===== src/rfg_pkg.sv =====
package rfg_pkg;

  // one error flag per reason code; index equals the encoded reason value
  localparam int ERR_W = 27;

  localparam logic [7:0] ACT_RETRY = 8'h01;
  localparam logic [7:0] ACT_NO_RETRY = 8'h02;
  localparam logic [7:0] RSN_NONE = 8'h00;
  localparam logic [7:0] RSN_VENDOR = 8'hff;
  localparam logic [7:0] RSVD_BYTE = 8'h00;

  // reasons each kind of port may report (both + own column)
  localparam logic [ERR_W-1:0] ERR_FABRIC_MASK = 27'h44800fe;
  localparam logic [ERR_W-1:0] ERR_NPORT_MASK = 27'h3dfffe6;
  // reasons that are retryable once the condition is corrected
  localparam logic [ERR_W-1:0] ERR_ACTION1_MASK = 27'h1c0003e;
  // reasons allowed against a link control frame
  localparam logic [ERR_W-1:0] ERR_FABRIC_LC_MASK = 27'h040003e;
  localparam logic [ERR_W-1:0] ERR_NPORT_LC_MASK = 27'h0100000;

  localparam int FCTL_XCHG_CTX_BIT = 23;
  localparam int FCTL_SEQ_CTX_BIT = 22;

  localparam logic [7:0] HDR_TYPE_ZERO = 8'h00;
  localparam logic [7:0] HDR_DFCTL_ZERO = 8'h00;

  typedef enum logic [2:0] {
    SOF_C1, SOF_I1, SOF_N1, SOF_I2, SOF_N2, SOF_I3, SOF_N3, SOF_F
  } rfg_sof_type;

  typedef enum logic [2:0] {
    EOF_N, EOF_T, EOF_DT, EOF_A, EOF_NI, EOF_DTI, EOF_F
  } rfg_eof_type;

  typedef struct packed {
    logic [7:0] action;
    logic [7:0] reason;
    logic [7:0] rsvd;
    logic [7:0] vendor;
  } rfg_param_type;

  typedef struct packed {
    logic [7:0] r_ctl;
    logic [23:0] d_id;
    logic [7:0] type_f;
    logic [23:0] s_id;
    logic [23:0] f_ctl;
    logic [7:0] seq_id;
    logic [7:0] df_ctl;
    logic [15:0] seq_cnt;
    logic [15:0] ox_id;
    logic [15:0] rx_id;
    logic [31:0] param;
  } rfg_hdr_type;

  typedef struct packed {
    rfg_hdr_type hdr;
    rfg_sof_type sof;
    rfg_eof_type eof;
    logic link_ctl;
    logic is_reject;
    logic frame_ok;
    logic xchg_ok;
    logic xid_assign;
  } rfg_rx_type;

  typedef struct packed {
    rfg_hdr_type hdr;
    rfg_eof_type eof;
  } rfg_rjt_type;

endpackage


===== src/rfg_reason_pick.sv =====
`timescale 1ns/1ps
module rfg_reason_pick
  import rfg_pkg::*;
(
  input wire logic [ERR_W-1:0] i_err,
  input wire logic i_err_vendor,
  input wire logic i_fabric,
  input wire logic i_link_ctl,
  output logic o_found,
  output logic o_lc_ok,
  output logic [7:0] o_reason,
  output logic [7:0] o_action
);

  logic [ERR_W-1:0] avail;
  logic [ERR_W-1:0] lc_mask;
  logic [ERR_W-1:0] hit;

  assign avail = i_err & (i_fabric ? ERR_FABRIC_MASK : ERR_NPORT_MASK);
  assign lc_mask = i_fabric ? ERR_FABRIC_LC_MASK : ERR_NPORT_LC_MASK;

  // lowest reason code wins; vendor unique is checked last
  always_comb begin
    o_found = 1'b0;
    o_reason = RSN_NONE;
    hit = '0;
    for (int k = ERR_W - 1; k >= 1; k--) begin
      if (avail[k]) begin
        o_found = 1'b1;
        o_reason = 8'(k);
        hit = '0;
        hit[k] = 1'b1;
      end
    end
    if (!o_found && i_err_vendor) begin
      o_found = 1'b1;
      o_reason = RSN_VENDOR;
    end
  end

  // vendor errors never count as allowed against link control frames
  assign o_lc_ok = i_link_ctl && |(hit & lc_mask);
  assign o_action = (|(hit & ERR_ACTION1_MASK)) ? ACT_RETRY : ACT_NO_RETRY;

endmodule


===== src/rfg_reject_gen.sv =====
`timescale 1ns/1ps
module rfg_reject_gen
  import rfg_pkg::*;
#(
  parameter int CNT_W = 16,
  parameter logic [7:0] RCTL_PORT_RJT = 8'h00,
  parameter logic [7:0] RCTL_FABRIC_RJT = 8'h01
)(
  input wire logic i_clk_sys,
  input wire logic i_rst,
  input wire logic i_ce,
  input wire logic i_fabric,
  input wire logic i_frm_valid,
  output logic o_frm_ready,
  input wire rfg_rx_type i_frm,
  input wire logic [ERR_W-1:0] i_err,
  input wire logic i_err_vendor,
  input wire logic [7:0] i_vendor_qual,
  output logic o_rjt_valid,
  input wire logic i_rjt_ready,
  output rfg_rjt_type o_rjt,
  output logic o_abort_seq,
  output logic o_discard,
  output logic o_seq_abnormal,
  output logic o_peer_term,
  output logic o_peer_abort,
  output logic [CNT_W-1:0] o_rjt_cnt,
  output logic [CNT_W-1:0] o_discard_cnt,
  output logic [CNT_W-1:0] o_abort_cnt
);

  logic err_found;
  logic lc_ok;
  logic [7:0] err_reason;
  logic [7:0] err_action;
  logic take;
  logic class12;
  logic dec_reject;
  logic dec_abort;
  logic dec_discard;
  logic dec_peer_term;
  logic dec_peer_abort;
  rfg_eof_type rjt_eof;
  rfg_param_type rjt_param;
  rfg_hdr_type rjt_hdr;

  logic rjt_valid_q;
  rfg_rjt_type rjt_q;
  logic abort_q;
  logic discard_q;
  logic seq_abn_q;
  logic peer_term_q;
  logic peer_abort_q;
  logic [CNT_W-1:0] rjt_cnt_q;
  logic [CNT_W-1:0] discard_cnt_q;
  logic [CNT_W-1:0] abort_cnt_q;

  rfg_reason_pick u_pick (
    .i_err(i_err),
    .i_err_vendor(i_err_vendor),
    .i_fabric(i_fabric),
    .i_link_ctl(i_frm.link_ctl),
    .o_found(err_found),
    .o_lc_ok(lc_ok),
    .o_reason(err_reason),
    .o_action(err_action)
  );

  // one reject is held at a time; a new frame waits until it has left
  assign o_frm_ready = !rjt_valid_q;
  assign take = i_ce && i_frm_valid && o_frm_ready;

  always_comb begin
    unique case (i_frm.sof)
      SOF_C1, SOF_I1, SOF_N1, SOF_I2, SOF_N2: class12 = 1'b1;
      SOF_I3, SOF_N3, SOF_F: class12 = 1'b0;
    endcase
  end

  // frame disposition
  always_comb begin
    dec_reject = 1'b0;
    dec_abort = 1'b0;
    dec_discard = 1'b0;
    dec_peer_term = 1'b0;
    dec_peer_abort = 1'b0;
    if (!i_frm.frame_ok) begin
      // invalid frames never get a reject, only dropped
      dec_discard = 1'b1;
    end else if (i_frm.is_reject) begin
      if (err_found) begin
        dec_discard = 1'b1;
      end else if (i_frm.eof == EOF_T || i_frm.eof == EOF_DT) begin
        dec_peer_term = 1'b1;
      end else if (i_frm.eof == EOF_N) begin
        dec_peer_abort = 1'b1;
      end
    end else if (err_found) begin
      if (!class12) begin
        dec_discard = 1'b1;
      end else if (i_frm.link_ctl && !lc_ok) begin
        if (!i_fabric && i_frm.xchg_ok) begin
          dec_abort = 1'b1;
        end else begin
          dec_discard = 1'b1;
        end
      end else begin
        dec_reject = 1'b1;
      end
    end
  end

  // end delimiter: terminate only where the frame allows it
  always_comb begin
    if (i_frm.link_ctl) begin
      rjt_eof = EOF_N;
    end else if (i_frm.sof == SOF_C1) begin
      rjt_eof = EOF_DT;
    end else if (!i_fabric && i_frm.sof == SOF_I2 && i_frm.xid_assign) begin
      rjt_eof = EOF_T;
    end else begin
      rjt_eof = EOF_N;
    end
  end

  always_comb begin
    rjt_param.action = err_action;
    rjt_param.reason = err_reason;
    rjt_param.rsvd = RSVD_BYTE;
    rjt_param.vendor = i_vendor_qual;
  end

  always_comb begin
    rjt_hdr = i_frm.hdr;
    rjt_hdr.r_ctl = i_fabric ? RCTL_FABRIC_RJT : RCTL_PORT_RJT;
    rjt_hdr.d_id = i_frm.hdr.s_id;
    rjt_hdr.s_id = i_frm.hdr.d_id;
    rjt_hdr.f_ctl[FCTL_XCHG_CTX_BIT] = ~i_frm.hdr.f_ctl[FCTL_XCHG_CTX_BIT];
    rjt_hdr.f_ctl[FCTL_SEQ_CTX_BIT] = ~i_frm.hdr.f_ctl[FCTL_SEQ_CTX_BIT];
    rjt_hdr.seq_id = i_frm.hdr.seq_id;
    rjt_hdr.seq_cnt = i_frm.hdr.seq_cnt;
    rjt_hdr.type_f = HDR_TYPE_ZERO;
    rjt_hdr.df_ctl = HDR_DFCTL_ZERO;
    rjt_hdr.param = rjt_param;
  end

  // outgoing reject holding register
  always_ff @(posedge i_clk_sys) begin
    if (i_rst) begin
      rjt_valid_q <= 1'b0;
    end else if (i_ce) begin
      if (take && dec_reject) begin
        rjt_valid_q <= 1'b1;
      end else if (rjt_valid_q && i_rjt_ready) begin
        rjt_valid_q <= 1'b0;
      end
    end
  end

  always_ff @(posedge i_clk_sys) begin
    if (i_rst) begin
      rjt_q <= '0;
    end else if (i_ce && take && dec_reject) begin
      rjt_q.hdr <= rjt_hdr;
      rjt_q.eof <= rjt_eof;
    end
  end

  // one-cycle event pulses; with i_ce low they hold, so a pulse may stand longer
  always_ff @(posedge i_clk_sys) begin
    if (i_rst) begin
      abort_q <= 1'b0;
    end else if (i_ce) begin
      abort_q <= take && dec_abort;
    end
  end

  always_ff @(posedge i_clk_sys) begin
    if (i_rst) begin
      discard_q <= 1'b0;
    end else if (i_ce) begin
      discard_q <= take && dec_discard;
    end
  end

  always_ff @(posedge i_clk_sys) begin
    if (i_rst) begin
      peer_term_q <= 1'b0;
    end else if (i_ce) begin
      peer_term_q <= take && dec_peer_term;
    end
  end

  always_ff @(posedge i_clk_sys) begin
    if (i_rst) begin
      peer_abort_q <= 1'b0;
    end else if (i_ce) begin
      peer_abort_q <= take && dec_peer_abort;
    end
  end

  // a rejected data frame takes its sequence down on this end too
  always_ff @(posedge i_clk_sys) begin
    if (i_rst) begin
      seq_abn_q <= 1'b0;
    end else if (i_ce) begin
      seq_abn_q <= take && dec_reject && !i_frm.link_ctl;
    end
  end

  // counters wrap; software-free block, so they are for debug visibility only
  always_ff @(posedge i_clk_sys) begin
    if (i_rst) begin
      rjt_cnt_q <= '0;
    end else if (i_ce && take && dec_reject) begin
      rjt_cnt_q <= rjt_cnt_q + 1'b1;
    end
  end

  always_ff @(posedge i_clk_sys) begin
    if (i_rst) begin
      discard_cnt_q <= '0;
    end else if (i_ce && take && dec_discard) begin
      discard_cnt_q <= discard_cnt_q + 1'b1;
    end
  end

  always_ff @(posedge i_clk_sys) begin
    if (i_rst) begin
      abort_cnt_q <= '0;
    end else if (i_ce && take && dec_abort) begin
      abort_cnt_q <= abort_cnt_q + 1'b1;
    end
  end

  assign o_rjt_valid = rjt_valid_q;
  assign o_rjt = rjt_q;
  assign o_abort_seq = abort_q;
  assign o_discard = discard_q;
  assign o_seq_abnormal = seq_abn_q;
  assign o_peer_term = peer_term_q;
  assign o_peer_abort = peer_abort_q;
  assign o_rjt_cnt = rjt_cnt_q;
  assign o_discard_cnt = discard_cnt_q;
  assign o_abort_cnt = abort_cnt_q;

endmodule


===== config.mk =====
export PLATFORM = sky130hd
export DESIGN_NAME = rfg_reject_gen
export DESIGN_NICKNAME = d
export VERILOG_FILES = /design/src/rfg_pkg.sv /design/src/rfg_reason_pick.sv /design/src/rfg_reject_gen.sv
export SDC_FILE = /design/constraint.sdc
export NUM_CORES = 1
export LEC_CHECK = 0
export BUFFER_PORTS_ARGS = -buffer_cell sky130_fd_sc_hd__buf_2
export CORE_AREA = 2 2 187 189
export CTS_CLUSTER_DIAMETER = 60
export DETAILED_ROUTE_END_ITERATION = 8
export DIE_AREA = 0 0 189 191
export SETUP_SLACK_MARGIN = 0.5
export SLEW_MARGIN = 20
export SYNTH_ARGS = -nofsm -noshare
export SYNTH_HDL_FRONTEND = slang
export SYNTH_SLANG_ARGS = --single-unit

===== constraint.sdc =====
create_clock -name i_clk_sys -period 7.21 [get_ports i_clk_sys]
set_clock_uncertainty 0.15 [all_clocks]
set_input_delay 1.442 -clock i_clk_sys [delete_from_list [all_inputs] [get_ports i_clk_sys]]
set_output_delay 1.442 -clock i_clk_sys [all_outputs]
set_load 0.01 [all_outputs]

==> flow_metrics.env, run 1 <==
export IMPL_status="completed"
export IMPL_synth_seq_area_share_pct=47.6
export IMPL_crit_path_max_fanout=79
export IMPL_cts_buffers_inserted=25
export IMPL_detailedRoute_firstPassIterationCount=4
export IMPL_rsz_0062_raised_after_global_routing="no"
export IMPL_layout_area_overhead_vs_synth_pct=34.2
export IMPL_yosys_area_top_type="sky130_fd_sc_hd__dfxtp_1"
export IMPL_final_hpwl_dp_um=18800
export IMPL_mappedNetlistArea_sq_um=8460
export IMPL_cp_data_required_time_ns=7.50
export IMPL_ys_async_sr_fraction_pct=0
export IMPL_worstHoldStart="o_rjt[81]"
export IMPL_final_min_period_over_clock_period_pct=61.1
export IMPL_fillcell_total=3682
export IMPL_crit_path_frequent_cell="sky130_fd_sc_hd__buf_4"
export IMPL_die_width_um=189
export IMPL_ordered_list_of_cells_on_the_worst_path="buf_2, nor4_1, o2111ai_1, o211a_1, nor3_4, buf_4, buf_4, nand2_1, a21oi_1"
export IMPL_post_route_cells_drive_above_1_share_pct=31.2
export IMPL_synth_ff_latch_count=201
export IMPL_cts_root_buf="sky130_fd_sc_hd__clkbuf_16"
export IMPL_maxClockFrequency_mhz=227
export IMPL_hold_class="reg2reg"
export IMPL_rows=68
export IMPL_period_minus_slack_ns=4.41
export IMPL_routedWlPerCell_um=13.9
export IMPL_port_buffer_count=382
export IMPL_rd_place_congestion=0.835
export IMPL_synth_main_ff_cell="sky130_fd_sc_hd__dfxtp_1"
export IMPL_grt_max_degree=80
export IMPL_cp_top_family="buffers and inverters"
export IMPL_detail_route_wirelength_um=26300
export IMPL_power_share_switching_pct=23.8
export IMPL_yosys_cell_types_count=67
export IMPL_power_frac_seq_pct=45.3
export IMPL_timing_critical_path_from_type="primary input"
export IMPL_initial_antenna_violation_count=0
export IMPL_combinationalPowerShare_pct=6.4
export IMPL_coreArea_sq_um=34100
export IMPL_max_vdd_ir_drop_mv=0.157
export IMPL_hold_violations=0
export IMPL_detail_route_iter0_violations=339
export IMPL_globalRoute_totalOverflow=0
export IMPL_cellInternalPower_uw=1900
export IMPL_cts_sinks=201
export IMPL_sum_of_buffers_and_inverters_on_the_critical_path=3
export IMPL_cts_max_path_buffers=3
export IMPL_worstHoldEndpoint="o_rjt[81]"
export IMPL_placedInstanceArea_sq_um=10600
export IMPL_power_leakage_uw=0.00485
export IMPL_cts_hold_buffers_added=0
export IMPL_io_pins=479
export IMPL_grt_pass1_wl_um=40800
export IMPL_start_util_pct=24.8
export IMPL_worst_reg_to_reg_cells=7
export IMPL_die_height_um=191
export IMPL_cts_htree_levels=1
export IMPL_num_antenna_cells=0
export IMPL_timing_max_transition_violations_final=0
export IMPL_fin_nets=1657
export IMPL_detail_route_drc_violations=0
export IMPL_worst_slew_pin_transition_ns=0.849
export IMPL_syn_inst=1068
export IMPL_routed_via_count=8604
export IMPL_power_per_cell_area_nw_per_um2=220
export IMPL_synth_top_cell_area_share_pct=47.6
export IMPL_clock_tree_from_tritoncts="built"
export IMPL_p_switching_uw=593
export IMPL_ys_top_cells_by_area="sky130_fd_sc_hd__dfxtp_1, sky130_fd_sc_hd__nand2_1, sky130_fd_sc_hd__a21oi_1, sky130_fd_sc_hd__buf_4, sky130_fd_sc_hd__nor2_1"
export IMPL_worst_hold_path_num_cells=2
export IMPL_ctsResizeCount=0
export IMPL_viasPerCell=4.55
export IMPL_clock_power_share_pct=48.3
export IMPL_finish_instance_area_sq_um=11400
export IMPL_cp_end_kind="flop"
export IMPL_insertion_delay_ns=0.51
export IMPL_totalNegativeSetupSlack_ns=0
export IMPL_count_of_yosys_warnings_during_synthesis=0
export IMPL_fp_dieArea_sq_um=36100
export IMPL_timing_reg2reg_setup_slack_ns=3.67
export IMPL_cts_reportedPaths_clkPinSlew_ns=0.06
export IMPL_antenna_left=0
export IMPL_topRoutingLayerUsed="met4"
export IMPL_report_final_setup_viol=0
export IMPL_via_count_of_the_first_global_routing_pass=7891
export IMPL_worst_path_max_delay_cell="sky130_fd_sc_hd__buf_4"
export IMPL_maxSlewHeadroom_pct=43.4
export IMPL_worstSetupPathType="in2reg"
export IMPL_wl_met1_um=10900
export IMPL_track_usage_pct=13.6
export IMPL_cts_setup_buffers=0
export IMPL_met3_wirelength_um=2020
export IMPL_syn_area_per_cell_sq_um=7.92
export IMPL_critical_path_reg2reg_endpoint="o_rjt[155]"
export IMPL_crit_reg2reg_launch="o_rjt_valid"
export IMPL_met2WireLength_um=12700
export IMPL_max_cap_violations=0
export IMPL_edff_count_synth=0
export IMPL_arrival_ns=4.70
export IMPL_critical_path_max_stage_delay_ns=0.69
## per-stage QoR
stage / instances / total power (uW) / worst slack, ns / util, % / hold WS, ns
floorplan: 1105 / 1240 / 3.47 / - / 0.326
global route: 1890 / 2590 / 2.62 / 33.3 / 0.315
global placement: 1845 / 1310 / 2.32 / 31.0 / 0.287
finish: 1890 / 2490 / 2.80 / 33.3 / 0.298
detailed placement: 1845 / 1310 / 2.31 / 31.0 / 0.293
CTS: 1890 / 2540 / 2.86 / 33.3 / 0.301
## layout make-up
cell class / instances / area, sq um / share of cell area [%]
clock inverters: 12 / 100 / 0.881
repair buffers: 390 / 1980 / 17.4
flip-flops and latches: 201 / 4020 / 35.4
clock buffers: 33 / 696 / 6.13
well taps: 455 / 569 / 5.01
inverters: 14 / 52.6 / 0.463
multi-input cells: 785 / 3940 / 34.7
## worst max-delay path by stage
stage / startpoint / cells past startpoint / endpoint
6_report: i_err[15] / 9 / o_rjt[155]
5_1_grt: i_fabric / 9 / o_rjt[155]
4_1_cts: i_err[15] / 9 / o_rjt[155]
3_5_place_dp: i_fabric / 9 / o_rjt[155]
3_3_place_gp: i_fabric / 9 / o_rjt[155]
2_1_floorplan: i_err[15] / 8 / o_discard_cnt[2]
## Yosys cell counts, drive strengths merged, types with 3 or more instances
| master | instances |
|---|---|
| clkbuf | 41 |
| nor4 | 12 |
| xnor2 | 5 |
| ha | 3 |
| o41ai | 5 |
| xor2 | 4 |
| nand2 | 303 |
| o211ai | 3 |
| mux2 | 7 |
| o31ai | 12 |
| or3 | 15 |
| nor2b | 11 |
| nor3 | 11 |
| or4b | 5 |
| nand4 | 12 |
| o21ai | 17 |
| and3 | 7 |
| nor2 | 48 |
| or2 | 3 |
| or4 | 14 |
| a211oi | 8 |
| a21oi | 182 |
| inv | 14 |
| dfxtp | 201 |
| buf | 64 |
| nand3 | 17 |
## power by group through the flow
stage               Combinational [uW]  Sequential (uW)  Clock [uW]
floorplan                         86.1             1160           0
global placement                   159             1150           0
detailed placement                 160             1150           0
CTS                                161             1130        1250
global route                       178             1130        1290
finish                             160             1130        1200
## cell usage in the layout, fill, tap and decap left out, drive strengths merged, types with 8 or more instances in the layout
cell    instances
nor3           11
nand3          17
or3            15
inv            15
nor4           12
nor2b          11
a21oi         182
clkbuf         33
conb           38
o21ai          17
nor2           48
nand2         303
nand4          12
o31ai          12
or4            14
dfxtp         201
buf           390
a211oi          8
## state kept, by name, indices dropped and copies added, names as in the netlist
| register | count |
|---|---|
| o_rjt | 147 |
| o_abort_cnt | 16 |
| o_discard_cnt | 16 |
| o_rjt_cnt | 16 |
| o_abort_seq | 1 |
| o_discard | 1 |
| o_peer_abort | 1 |
| o_peer_term | 1 |
| o_rjt_valid | 1 |
| o_seq_abnormal | 1 |
## tightest hold or removal path: stages (launching register included)
cell and delay [ns]:
sky130_fd_sc_hd__dfxtp_1 0.30, sky130_fd_sc_hd__nand2_1 0.05, sky130_fd_sc_hd__a21oi_1 0.05
## layer usage
metal,global-route usage (%),up-vias
li1,-,4284
met1,16.5,3978
met2,23.3,302
met3,3.60,40
met4,4.09,0
met5,0,-
## cell families after synthesis
family                   Yosys count  synth area share (%)
other                              1                0.0443
AO/OA/AOI/OAI                    257                  17.3
XOR/XNOR                           9                 0.932
buffers and inverters            119                  7.77
multiplexers                       9                  1.17
AND/OR/NAND/NOR                  469                  24.7
flip-flops                       201                  47.6
adder cells (fa/ha/maj)            3                 0.444
(Power assumes the default switching activity.)
==> inputs of run 2 (changes only) <==
Clock period 7.21 ns to 4.6 ns, I/O delays scaled along.
==> run 2 against run 1 <==
Via count fell by 0.20%; first-iteration DRC count is 2.7% higher; die area stayed put; power rose by 65%; sequential cell count did not move; clock power rose by 74%; sequential power rose by 57%; critical path depth decreased by 1; register-to-register slack worse by 2.0 ns; critical endpoint is now o_rjt[168]; highest routed layer unchanged.
==> flow_metrics.env, run 2 (same netlist as run 1, synthesis figures left out) <==
export IMPL_maxClockFrequency_mhz=289
export IMPL_timing_critical_path_from_type="primary input"
export IMPL_cts_sinks=201
export IMPL_routedWlPerCell_um=14.0
export IMPL_detail_route_iter0_violations=348
export IMPL_fin_total_pwr_uw=4120
export IMPL_cp_data_required_time_ns=4.90
export IMPL_cts_hold_buffers_added=0
export IMPL_grt_max_degree=120
export IMPL_clock_tree_from_tritoncts="built"
export IMPL_cts_root_buf="sky130_fd_sc_hd__clkbuf_16"
export IMPL_die_width_um=189
export IMPL_arrival_ns=3.76
export IMPL_port_buffer_count=382
export IMPL_via_count_of_the_first_global_routing_pass=7947
export IMPL_hold_violations=0
export IMPL_cts_max_path_buffers=3
export IMPL_initial_antenna_violation_count=0
export IMPL_detailedRoute_firstPassIterationCount=4
export IMPL_mostFrequentLayoutCells="sky130_fd_sc_hd__buf_2, sky130_fd_sc_hd__nand2_1, sky130_fd_sc_hd__dfxtp_1, sky130_fd_sc_hd__a21oi_1, sky130_fd_sc_hd__nor2_1"
export IMPL_status="completed"
export IMPL_viasPerCell=4.52
export IMPL_hold_class="reg2reg"
export IMPL_totalNegativeSetupSlack_ns=0
export IMPL_period_minus_slack_ns=3.46
export IMPL_insertion_delay_ns=0.54
export IMPL_final_min_period_over_clock_period_pct=75.2
export IMPL_report_final_setup_viol=0
export IMPL_max_vdd_ir_drop_mv=0.255
export IMPL_antenna_left=0
export IMPL_globalRoute_totalOverflow=0
export IMPL_seq_cell_area_sq_um=4020
export IMPL_worstSetupPathType="in2reg"
export IMPL_fin_nets=1663
export IMPL_routed_via_count=8587
export IMPL_power_leakage_uw=0.00494
export IMPL_start_util_pct=24.8
export IMPL_post_route_cells_drive_above_1_share_pct=31.5
export IMPL_rsz_0062_raised_after_global_routing="no"
export IMPL_io_pins=479
export IMPL_final_common_cell="sky130_fd_sc_hd__buf_2"
export IMPL_track_usage_pct=13.9
export IMPL_layout_area_overhead_vs_synth_pct=36.4
export IMPL_timing_max_transition_violations_final=0
export IMPL_num_antenna_cells=0
export IMPL_rd_place_congestion=0.822
export IMPL_detail_route_wirelength_um=26600
export IMPL_grt_pass1_wl_um=41500
export IMPL_largest_register_ffs=147
export IMPL_crit_path_max_fanout=57
export IMPL_cts_reportedPaths_clkPinSlew_ns=0.05
export IMPL_cts_buffers_inserted=28
export IMPL_max_cap_violations=0
export IMPL_cts_setup_buffers=0
export IMPL_detail_route_drc_violations=0
export IMPL_ctsResizeCount=0
export IMPL_multiInputGateArea_sq_um=3940
export IMPL_coreArea_sq_um=34100
export IMPL_fp_dieArea_sq_um=36100
export IMPL_final_core_utilization_pct=33.8
export IMPL_fillcell_total=3650
export IMPL_cp_end_kind="flop"
export IMPL_power_per_cell_area_nw_per_um2=357
export IMPL_final_hpwl_dp_um=18800
export IMPL_maxSlewHeadroom_pct=42.5
export IMPL_cts_htree_levels=1
export IMPL_worst_slew_pin_transition_ns=0.852
export IMPL_rows=68
export IMPL_die_height_um=191
[run 2: cell types whose count changed in the layout (fill, tap and decap cells not counted)]
cell and delta:
sky130_fd_sc_hd__buf_12 +4, sky130_fd_sc_hd__buf_4 -1, sky130_fd_sc_hd__clkbuf_1 +2, sky130_fd_sc_hd__clkbuf_16 +4
sky130_fd_sc_hd__clkinv_2 -1, sky130_fd_sc_hd__clkinvlp_4 -3, sky130_fd_sc_hd__inv_6 +1, sky130_fd_sc_hd__inv_8 +2
[run 2: where the power goes]
part           switching [uW]  internal (uW)
clock network             816           1280
logic                     153            102
registers                9.90           1760
[run 2: final timing paths]
path                                   from               to  slack, ns  depth (start not counted)
worst min-delay path              o_rjt[67]        o_rjt[67]       0.30                          2
worst min register to register    o_rjt[67]        o_rjt[67]       0.30                          2
worst max-delay path               i_fabric       o_rjt[168]       1.14                          8
worst max register to register  o_rjt_valid  o_abort_cnt[15]       1.64                          7
[run 2: cell type report]
type / count / area share (%)
Tap cell: 455 / 4.93
Clock inverter: 11 / 0.900
Inverter: 14 / 0.455
Sequential cell: 201 / 34.9
Multi-Input combinational cell: 785 / 34.1
Timing Repair Buffer: 393 / 17.8
Clock buffer: 39 / 6.96
[run 2: worst max-delay path, stage by stage]
cell and delay (ns):
sky130_fd_sc_hd__buf_2 0.23, sky130_fd_sc_hd__a211oi_1 0.45, sky130_fd_sc_hd__nand3_1 0.25, sky130_fd_sc_hd__or4_1 0.75, sky130_fd_sc_hd__nand3_4 0.28, sky130_fd_sc_hd__buf_4 0.54, sky130_fd_sc_hd__nand2_1 0.10, sky130_fd_sc_hd__a21oi_1 0.18
[run 2: stage by stage]
stage | setup WS, ns | cells | instance area, sq um | hold slack, ns
6_report | 1.14 | 1898 | 11500 | 0.298
2_1_floorplan | 1.38 | 1105 | 8600 | 0.326
3_3_place_gp | 0.650 | 1848 | 10600 | 0.288
5_1_grt | 0.930 | 1898 | 11500 | 0.315
4_1_cts | 1.18 | 1898 | 11500 | 0.300
3_5_place_dp | 0.613 | 1848 | 10600 | 0.293
[run 2: routing by layer]
metal	vias to the layer above	track usage, %	part of all wire, %	wire, um
li1	4305	-	-	-
met1	3951	16.6	41	10900
met2	294	23.9	49	12900
met3	37	4.59	8.4	2230
met4	0	3.79	2.3	600
met5	-	0	0	0
